--- config.mk ---
export PLATFORM = sky130hd
export DESIGN_NAME = bmcrp_top
export DESIGN_NICKNAME = d
export VERILOG_FILES = /design/src/hdl/bmcrp_pkg.sv /design/src/hdl/bmcrp_err_gate.sv /design/src/hdl/bmcrp_top.sv
export SDC_FILE = /design/constraint.sdc
export NUM_CORES = 1
export LEC_CHECK = 0
export BUFFER_PORTS_ARGS = -buffer_cell sky130_fd_sc_hd__buf_4
export CAP_MARGIN = 20
export CORE_ASPECT_RATIO = 1.75
export CORE_MARGIN = 2
export CORE_UTILIZATION = 50
export CTS_CLUSTER_SIZE = 28
export DETAILED_ROUTE_END_ITERATION = 10
export PLACE_DENSITY_LB_ADDON = 0.12
export SLEW_MARGIN = 30
export SYNTH_ARGS = -nofsm -noshare
export SYNTH_HDL_FRONTEND = slang
export SYNTH_SLANG_ARGS = --single-unit
--- constraint.sdc ---
create_clock -name clk -period 3.4 [get_ports clk]
set_input_delay 1.02 -clock clk [delete_from_list [all_inputs] [get_ports clk]]
set_output_delay 1.02 -clock clk [all_outputs]
set_load 0.02 [all_outputs]
--- src/hdl/bmcrp_pkg.sv ---
package bmcrp_pkg;

  // register block offsets (byte addresses inside the slave window)
  localparam logic [7:0] ADDR_CONFIG = 8'h00;
  localparam logic [7:0] ADDR_KERNEL_PROG_BASE = 8'h10;
  localparam logic [7:0] ADDR_USER_DATA_BASE = 8'h20;
  localparam logic [7:0] ADDR_RAM_SIZE = 8'h40;

  // alias sub-offsets: plain write, clear, set, invert
  localparam logic [1:0] OP_WRITE = 2'h0;
  localparam logic [1:0] OP_CLEAR = 2'h1;
  localparam logic [1:0] OP_SET = 2'h2;
  localparam logic [1:0] OP_INVERT = 2'h3;

  // configuration and base register field positions
  localparam int POS_DMA_FLASH_CACHEABLE = 26;
  localparam int POS_SHARED_BUS_ERROR_ENABLE = 20;
  localparam int POS_DEBUG_UNIT_ERROR_ENABLE = 19;
  localparam int POS_DMA_ERROR_ENABLE = 18;
  localparam int POS_CPU_DATA_ERROR_ENABLE = 17;
  localparam int POS_CPU_FETCH_ERROR_ENABLE = 16;
  localparam int POS_RAM_WAIT_STATE_SELECT = 6;
  localparam int POS_ARBITRATION_MODE_LSB = 0;
  localparam int POS_BASE_LSB = 10;

  // initiator indices into the error enable vector
  localparam int NUM_INITIATORS = 5;
  localparam int INIT_CPU_FETCH = 0;
  localparam int INIT_CPU_DATA = 1;
  localparam int INIT_DMA = 2;
  localparam int INIT_DEBUG_UNIT = 3;
  localparam int INIT_SHARED_BUS = 4;

  // writable masks and reset values
  localparam logic [31:0] CONFIG_WRITE_MASK = 32'h041F0047;
  localparam logic [31:0] CONFIG_RESET = 32'h041F0041;
  localparam logic [31:0] BASE_WRITE_MASK = 32'h0000FC00;
  localparam logic [31:0] BASE_RESET = 32'h00000000;

  // data RAM size answers
  localparam logic [31:0] RAM_SIZE_32K = 32'h00008000;
  localparam logic [31:0] RAM_SIZE_64K = 32'h00010000;

  // arbitration modes
  localparam logic [2:0] ARB_MODE_0 = 3'h0;
  localparam logic [2:0] ARB_MODE_1 = 3'h1;
  localparam logic [2:0] ARB_MODE_2 = 3'h2;

  // configuration bundle handed to the matrix fabric
  typedef struct packed {
    logic dmaFlashCacheable;
    logic [NUM_INITIATORS-1:0] errorEnable;
    logic ramWaitStateSelect;
    logic [2:0] arbitrationModeSelect;
    logic [15:0] ramKernelProgramBase;
    logic [15:0] ramUserDataBase;
  } bmcrp_cfg_t;

  // dma flash cache request and answer
  typedef struct packed {
    logic hit;
    logic miss;
  } bmcrp_dma_req_t;

  typedef struct packed {
    logic serveFromCache;
    logic allocateLine;
  } bmcrp_dma_ans_t;

endpackage : bmcrp_pkg

--- src/hdl/bmcrp_err_gate.sv ---
module bmcrp_err_gate
  import bmcrp_pkg::*;
(
  input wire logic clk,
  input wire logic rst,
  input wire logic ce,
  input wire logic [NUM_INITIATORS-1:0] errorEnable,
  input wire logic cpuDebugMode,
  input wire logic [NUM_INITIATORS-1:0] unmappedAccess,
  output logic [NUM_INITIATORS-1:0] busErrorException
);

  typedef struct packed {
    logic [NUM_INITIATORS-1:0] busError;
  } bmcrp_gate_state_t;

  bmcrp_gate_state_t s_reg;
  bmcrp_gate_state_t s_next;
  logic [NUM_INITIATORS-1:0] gated;

  // per initiator: enable gates the exception, cpu paths muted in debug mode
  for (genvar i = 0; i < NUM_INITIATORS; i++) begin : g_init
    if (i == INIT_CPU_FETCH || i == INIT_CPU_DATA) begin : g_cpu
      assign gated[i] = unmappedAccess[i] & errorEnable[i] & ~cpuDebugMode; // RULE6 RULE7
    end else begin : g_other
      assign gated[i] = unmappedAccess[i] & errorEnable[i]; // RULE3 RULE4 RULE5
    end
  end

  // next state
  always_comb begin
    s_next = s_reg;
    s_next.busError = gated;
  end

  // state register
  always_ff @(posedge clk or posedge rst) begin
    if (rst) begin
      s_reg <= '0;
    end else if (ce) begin
      s_reg <= s_next;
    end
  end

  assign busErrorException = s_reg.busError;

endmodule : bmcrp_err_gate

--- src/hdl/bmcrp_top.sv ---
// Summary of operation
// RULE1: bit 26 set makes dma reads of program flash allocate in cache when data caching is on; resets to one.
// RULE2: bit 26 clear still serves dma hits from cache but dma misses never allocate a line.
// RULE3: bit 20 gates bus-error exceptions for unmapped shared bus accesses; resets to one.
// RULE4: bit 19 gates bus-error exceptions for unmapped debug unit accesses; resets to one.
// RULE5: bit 18 gates bus-error exceptions for unmapped dma accesses; resets to one.
// RULE6: bit 17 gates bus-error exceptions for unmapped cpu data accesses, muted in debug mode; resets to one.
// RULE7: bit 16 gates bus-error exceptions for unmapped cpu fetches, muted in debug mode; resets to one.
// RULE8: bit 6 selects one data RAM address setup wait state for cpu accesses when set, none when clear; resets to one.
// RULE9: bits 2 to 0 select arbitration mode 0, 1 (reset) or 2, and codes 3 to 7 are reserved for software.
// RULE10: unimplemented bits of the configuration and base registers read as zero.
// RULE11: bits 15 to 10 of the kernel program base set where kernel program space begins in RAM.
// RULE12: bits 9 to 0 of both base registers are read-only zero, giving 1 KB steps.
// RULE13: reset clears both base registers so all of RAM is kernel data.
// RULE14: software keeps each base register no larger than the reported RAM size.
// RULE15: bits 15 to 10 of the user data base set where user data begins, kept above the kernel base by software.
// RULE16: the RAM size register is read-only and returns the RAM size in bytes.
// RULE17: writes to read-only and unimplemented bits are dropped without side effects.
module bmcrp_top
  import bmcrp_pkg::*;
#(
  parameter bit RAM_IS_64K = 1'b0
) (
  input wire logic clk,
  input wire logic rst,
  input wire logic ce,
  // apb slave
  input wire logic psel,
  input wire logic penable,
  input wire logic pwrite,
  input wire logic [7:0] paddr,
  input wire logic [31:0] pwdata,
  output logic [31:0] prdata,
  output logic pready,
  output logic pslverr,
  // fabric side
  output bmcrp_cfg_t cfg,
  input wire logic cpuDebugMode,
  input wire logic [NUM_INITIATORS-1:0] unmappedAccess,
  output logic [NUM_INITIATORS-1:0] busErrorException,
  input wire logic dataCacheEnable,
  input wire bmcrp_dma_req_t dmaReq,
  output bmcrp_dma_ans_t dmaAns
);

  localparam logic [31:0] RAM_SIZE = RAM_IS_64K ? RAM_SIZE_64K : RAM_SIZE_32K;

  typedef struct packed {
    logic [31:0] config_reg;
    logic [31:0] kernelBase;
    logic [31:0] userBase;
    logic [31:0] rdata;
    logic ready;
    logic slvErr;
    bmcrp_dma_ans_t dma;
  } bmcrp_state_t;

  bmcrp_state_t s_reg;
  bmcrp_state_t s_next;

  logic access;
  logic hit;
  logic [31:0] readValue;
  logic [1:0] op;

  // applies a write, clear, set or invert alias under a writable mask
  function automatic logic [31:0] apply_op(input logic [31:0] old, input logic [31:0] wdata,
                                           input logic [1:0] kind, input logic [31:0] mask);
    logic [31:0] m;
    m = wdata & mask;
    unique case (kind)
      OP_WRITE: apply_op = (old & ~mask) | m;
      OP_CLEAR: apply_op = old & ~m;
      OP_SET: apply_op = old | m;
      OP_INVERT: apply_op = old ^ m;
    endcase
  endfunction : apply_op

  // address decode and read mux
  always_comb begin
    access = psel & penable;
    op = paddr[3:2];
    hit = 1'b1;
    readValue = 32'h00000000;
    unique case ({paddr[7:4], 4'h0})
      ADDR_CONFIG: readValue = s_reg.config_reg & CONFIG_WRITE_MASK; // RULE10
      ADDR_KERNEL_PROG_BASE: readValue = s_reg.kernelBase & BASE_WRITE_MASK; // RULE10 RULE12
      ADDR_USER_DATA_BASE: readValue = s_reg.userBase & BASE_WRITE_MASK; // RULE10 RULE12
      ADDR_RAM_SIZE: begin
        hit = (op == OP_WRITE);
        readValue = hit ? RAM_SIZE : 32'h00000000; // RULE16
      end
      default: hit = 1'b0;
    endcase
    if (paddr[1:0] != 2'h0) begin
      hit = 1'b0;
      readValue = 32'h00000000;
    end
  end

  // next state: one wait cycle, write commits at the edge that sees pready high
  always_comb begin
    s_next = s_reg;
    s_next.ready = 1'b0;
    s_next.slvErr = 1'b0;
    if (access && !s_reg.ready) begin
      s_next.ready = 1'b1;
      s_next.slvErr = ~hit;
      s_next.rdata = pwrite ? 32'h00000000 : readValue;
    end
    if (access && s_reg.ready && pwrite && hit) begin
      unique case ({paddr[7:4], 4'h0})
        ADDR_CONFIG: begin
          // reserved arbitration codes are stored as written
          s_next.config_reg = apply_op(s_reg.config_reg, pwdata, op, CONFIG_WRITE_MASK); // RULE9 RULE17
        end
        ADDR_KERNEL_PROG_BASE: begin
          s_next.kernelBase = apply_op(s_reg.kernelBase, pwdata, op, BASE_WRITE_MASK); // RULE11 RULE17
        end
        ADDR_USER_DATA_BASE: begin
          s_next.userBase = apply_op(s_reg.userBase, pwdata, op, BASE_WRITE_MASK); // RULE15 RULE17
        end
        default: begin
          s_next.rdata = s_reg.rdata; // size register ignores writes
        end
      endcase
    end
    // dma flash cache policy
    s_next.dma.serveFromCache = dmaReq.hit; // RULE2
    s_next.dma.allocateLine = dmaReq.miss & dataCacheEnable
                              & s_reg.config_reg[POS_DMA_FLASH_CACHEABLE]; // RULE1 RULE2
  end

  // state register
  always_ff @(posedge clk or posedge rst) begin
    if (rst) begin
      s_reg.config_reg <= CONFIG_RESET; // RULE1 RULE3 RULE4 RULE5 RULE6 RULE7 RULE8 RULE9
      s_reg.kernelBase <= BASE_RESET; // RULE13
      s_reg.userBase <= BASE_RESET; // RULE13
      s_reg.rdata <= 32'h00000000;
      s_reg.ready <= 1'b0;
      s_reg.slvErr <= 1'b0;
      s_reg.dma <= '0;
    end else if (ce) begin
      s_reg <= s_next;
    end
  end

  // bus error gating per initiator
  bmcrp_err_gate u_err_gate (
    .clk(clk),
    .rst(rst),
    .ce(ce),
    .errorEnable(s_reg.config_reg[POS_SHARED_BUS_ERROR_ENABLE:POS_CPU_FETCH_ERROR_ENABLE]),
    .cpuDebugMode(cpuDebugMode),
    .unmappedAccess(unmappedAccess),
    .busErrorException(busErrorException)
  );

  // outputs, all bits of the state register
  assign prdata = s_reg.rdata;
  assign pready = s_reg.ready;
  assign pslverr = s_reg.slvErr;
  assign dmaAns = s_reg.dma;
  assign cfg.dmaFlashCacheable = s_reg.config_reg[POS_DMA_FLASH_CACHEABLE]; // RULE1
  assign cfg.errorEnable = s_reg.config_reg[POS_SHARED_BUS_ERROR_ENABLE:POS_CPU_FETCH_ERROR_ENABLE];
  assign cfg.ramWaitStateSelect = s_reg.config_reg[POS_RAM_WAIT_STATE_SELECT]; // RULE8
  assign cfg.arbitrationModeSelect = s_reg.config_reg[POS_ARBITRATION_MODE_LSB +: 3]; // RULE9
  assign cfg.ramKernelProgramBase = s_reg.kernelBase[15:0] & BASE_WRITE_MASK[15:0]; // RULE11
  assign cfg.ramUserDataBase = s_reg.userBase[15:0] & BASE_WRITE_MASK[15:0]; // RULE15

endmodule : bmcrp_top

### Word level (Yosys, flattened, before mapping)

Cells that the tools add are included.

* bits of input ports: 55
* output and inout port bits: 83
* word-level logic and storage cells: 67
* flip-flop bits (word level): 137

* equality and inequality tests: 7
* reductions and logical operators: 13
* mux-type cells: 12
* bitwise gates (word level): 26

Operator list (count)
* case mux 32 bit (4 select lines): 3
* bitwise OR 32 x 16 -> 32 bit: 4
* case mux 27 bit (4 select lines): 1
* AND 32 bit: 3
* two-way mux 32 bit: 3
* bitwise OR 32 x 27 -> 32 bit: 2
* XOR 32 x 16 -> 32 bit: 2
* two-way mux 34 bit: 1
* NOT 16 -> 32 bit: 1
* NOT 27 -> 32 bit: 1
* XOR 32 x 27 -> 32 bit: 1
* two-way mux 27 bit: 1
* two-way mux 16 bit: 1
* AND 1 bit: 10
* AND reduction 3 bit: 3
* == test 2 bit, second input constant: 2
* == test 4 x 1 -> 1 bit, second input constant: 1
* == test 4 x 2 -> 1 bit, second input constant: 1
* == test 4 x 3 -> 1 bit, second input constant: 1
* logical AND 1 bit: 4
* zero test 4 bit: 1
* OR reduction 3 bit: 1
* == test 2 x 1 -> 1 bit, second input constant: 1
* zero test 2 bit: 1
* 7 further kinds: 8

### Depth between registers and ports, before layout

* depth after elaboration: 8
* gate-level depth with buffers: 7

### By module

A second synthesis with hierarchy kept.

* cells, all modules: 364
* area, all modules: 3634.7 um^2

By module, submodules not included
* bmcrp_top: area each 3399.5 um^2, sequential area each 1061.0 um^2, instances 1, cells each 341
* bmcrp_err_gate: area each 235.2 um^2, sequential area each 125.1 um^2, instances 1, cells each 23

### Worst setup path before layout

No wires, ideal clock.

* path type: in2reg
* start: input paddr[3]
* end: register s_reg (netlist bit cfg[10])
* cell stages on the path: 6
* data arrival time: 2.301 ns
* slack: 0.974 ns
* path buffers: 2
* cells stage by stage: buf_4 nor4_4 o2111ai_4 nor2b_2 buf_6 mux2_4

* longest elaborated chain between the ends: 5

Ends and longest elaborated chain
* start: declaration: RTL line bmcrp_top.sv:31 `input wire logic [7:0] paddr,`
* zero test 2 bit: RTL line bmcrp_top.sv:71, bmcrp_top.sv:90
* case mux 1 bit (2 select lines): RTL line bmcrp_top.sv:85 `unique case ({paddr[7:4], 4'h0})`
* two-way mux 1 bit: RTL line bmcrp_top.sv:95 `if (paddr[1:0] != 2'h0) begin`
* logical AND 1 bit: RTL line bmcrp_top.sv:111 `if (access && s_reg.ready && pwrite && hit) begin`
* AND reduction 3 bit (no source line)
* end signal: assignment: RTL line bmcrp_top.sv:145 `s_reg <= s_next;`
* end: declaration: RTL line bmcrp_top.sv:58 `bmcrp_state_t s_reg;`

Several ways; a longest one is shown, not always the timed one.
A chain may end at the register's enable or synchronous reset.

### Final worst setup path

* start: input paddr[3]
* end: register s_reg (netlist bit cfg[13])

Same word-level chain as after synthesis.

==> metrics.md <==
| Metric | Value |
|---|---|
| Pre-antenna DRT Iters | 4 |
| Via-per-instance ratio | 5.10 |
| CTS sink cnt | 47 |
| Critical path class | primary input to flip-flop |
| Proportion of layout cells with a drive suffix above 1 | 34.6% |
| Commonest non-fill, non-tap cells in the layout | 89 x buf_4, 57 x inv_1, 44 x ha_1 |
| Routed wire per std cell | 14.2 um |
| Worst Hold Slack | 0.487 ns |
| DR vias | 2645 |
| Cell Area, Synth | 3630 um^2 |
| Post-synth EDFFs | 0 |
| Clock Skew | 0.00300 ns |
| Port Buffers | 85 |
| Ys Warns | 0 |
| Critical Path RT | 3.57 ns |
| Yosys top cell area share | 26.9% |
| Post-cts resize count | 0 |
| Vias in the first global route | 2506 |
| Final HPWL DP | 5.60 mm |
| Clock root buffer | clkbuf_16 |
| RSZ-0062 raised after global routing | false |
| Remaining global-route overflow | 0 |
| Core Box Area | 7130 um^2 |
| Slew Viols, Final | 0 |
| Yosys top cell by area | dfrtp_1 |
| Total global-route track usage | 19.5% |
| CP Capture Type | flip-flop |
| Leak | 2.20 nW |
| #FFs+latches synth | 47 |
| Commonest non-fill, non-tap cell in the layout | buf_4 |
| Starting Density | 51.0% |
| Die X | 68.4 um |
| Post-Synthesis Cells | 352 |
| Routed Antenna Nets | 0 |
| Distinct cells, synth | 40 |
| Setup Total Neg Slack | 0 ns |
| Top FF cell, synth | dfrtp_1 |
| Worst slew margin | 59.8% |
| CTS buffer count | 5 |
| Least-Margin Pin Slew | 0.604 ns |
| Register area share after synthesis | 32.6% |
| Row count | 41 |
| FMAX | 397 MHz |
| CTS tree | done |
| Tcrit/Tclk final | 74.1% |
| Die area | 7990 um^2 |
| N_diodes | 0 |
| Crit path DAT | 2.69 ns |
| Final Wtd Congestion | 0.731 |
| H-tree Lvls | 2 |
| Status | completed |
| Power density over the cells | 293 nW/um^2 |
| Total power | 1.27 mW |
| I/O Pins | 138 |
| Endpoints failing hold | 0 |
| P&R area growth vs syn | 19.5% |
| # hold bufs at CTS | 0 |
| Postcts setup bufs | 0 |
| Final setup fails | 0 |
| NumNets Final | 531 |
| Share of the core filled with cells | 60.9% |
| Mean Syn Cell Area | 10.3 um^2 |
| Min Clock Period, post-route | 2.52 ns |
| Max VDD drop | 0.191 mV |
| Synth top area cells | dfrtp_1 27%, ha_1 15%, buf_4 7.9%, mux4_2 6.2%, inv_1 6.0% |
| Hold crit path type | flip-flop to flip-flop |
| Max_cap viols | 0 |
| Clock transition at the registers of the reported paths | 0.06 ns |
| Die H | 117 um |
| Routed WL | 7.39 mm |
| Launching element type of the critical path | primary input |
| CTS Buffer Depth | 2 |
| Drt first-iter violations | 102 |
| Largest net degree at the start of global routing | 48 |
| Worst-Skew Late Latency | 0.28 ns |
| First-pass GRT wire length | 11.8 mm |
| DRC Markers | 0 |
| Crit Path Max Fanout | 36 |
| Initial antenna violation count | 0 |
| Async set-or-reset flop fraction in the synthesized netlist | 100% |
==> registers in the layout, summed over array words and instances, names as in the netlist <==
register,flops
cfg,22
prdata,16
u_err_gate.busErrorException,5
dmaAns,2
pready,1
pslverr,1
==> where the power goes <==
group | internal [mW] | leakage [nW] | switching (mW) | total (mW)
Combinational | 0.0830 | 1.51 | 0.132 | 0.215
Clock | 0.292 | 0.0739 | 0.198 | 0.489
Sequential | 0.564 | 0.624 | 0.00290 | 0.566
==> critical path: stages <==
cell,delay [ns]
buf_4,0.25
nor4_4,0.39
o2111ai_4,0.22
nor2b_2,0.47
mux2_4,0.34
==> cell type report <==
type / instances / area, um^2
clock inverters: 1 / 5.00
well taps: 86 / 108
flip-flops and latches: 47 / 1190
multi-input cells: 231 / 2010
clock buffers: 7 / 143
inverters: 58 / 218
fillers: 647 / 2790
repair buffers: 89 / 668
==> per-layer routing <==
layer	global-route usage [%]	wire length, um
met1	22.8	2820
met4	4.80	76
met5	0	0
met2	35.8	4140
met3	3.15	364
==> per-stage QoR <==
step	std cells	setup slack (ns)	area, um^2
2_1_floorplan	387	0.974	3760
3_3_place_gp	511	0.566	4190
3_5_place_dp	511	0.548	4190
4_1_cts	519	0.842	4340
5_1_grt	519	0.780	4340
6_report	519	0.881	4340
==> cell usage after synthesis (2+ instances only) <==
library cell,n
a211oi_1,12
a21oi_1,25
a22o_1,10
a22oi_1,6
buf_1,2
buf_2,4
buf_4,38
clkbuf_1,6
dfrtp_1,39
dfstp_2,8
ha_1,44
inv_1,58
mux2_2,17
mux2_4,6
mux4_2,10
nand2_1,8
nand3_1,3
nand4b_1,2
nor2_1,13
nor2b_1,6
nor4b_4,2
o21ai_0,10
o31ai_1,6
==> cells by family after synthesis <==
kind of cell | count (synthesis) | share of synthesized area [%]
buffers and inverters | 109 | 15.5
AOI/OAI and AO/OA | 72 | 13.4
DFF | 47 | 32.6
and+or+nand+nor | 46 | 9.20
adders and majority gates | 44 | 15.2
muxes | 33 | 13.9
other | 1 | 0.103
==> worst paths after layout <==
path	slack, ns	to	start	depth (start not counted)
max	0.88	cfg[13]$_DFFE_PP0P_	paddr[3]	5
min reg2reg	0.49	prdata[15]$_DFFE_PP0P_	prdata[15]$_DFFE_PP0P_	2
min	0.49	prdata[15]$_DFFE_PP0P_	prdata[15]$_DFFE_PP0P_	2
min in group asynchronous	0.89	dmaAns[0]$_DFFE_PP0P_	rst	3
max reg2reg	1.69	cfg[39]$_DFFE_PP1P_	cfg[39]$_DFFE_PP1P_	4
max in group asynchronous	2.09	prdata[6]$_DFFE_PP0P_	rst	3
Power figures use the tool's default switching activity.
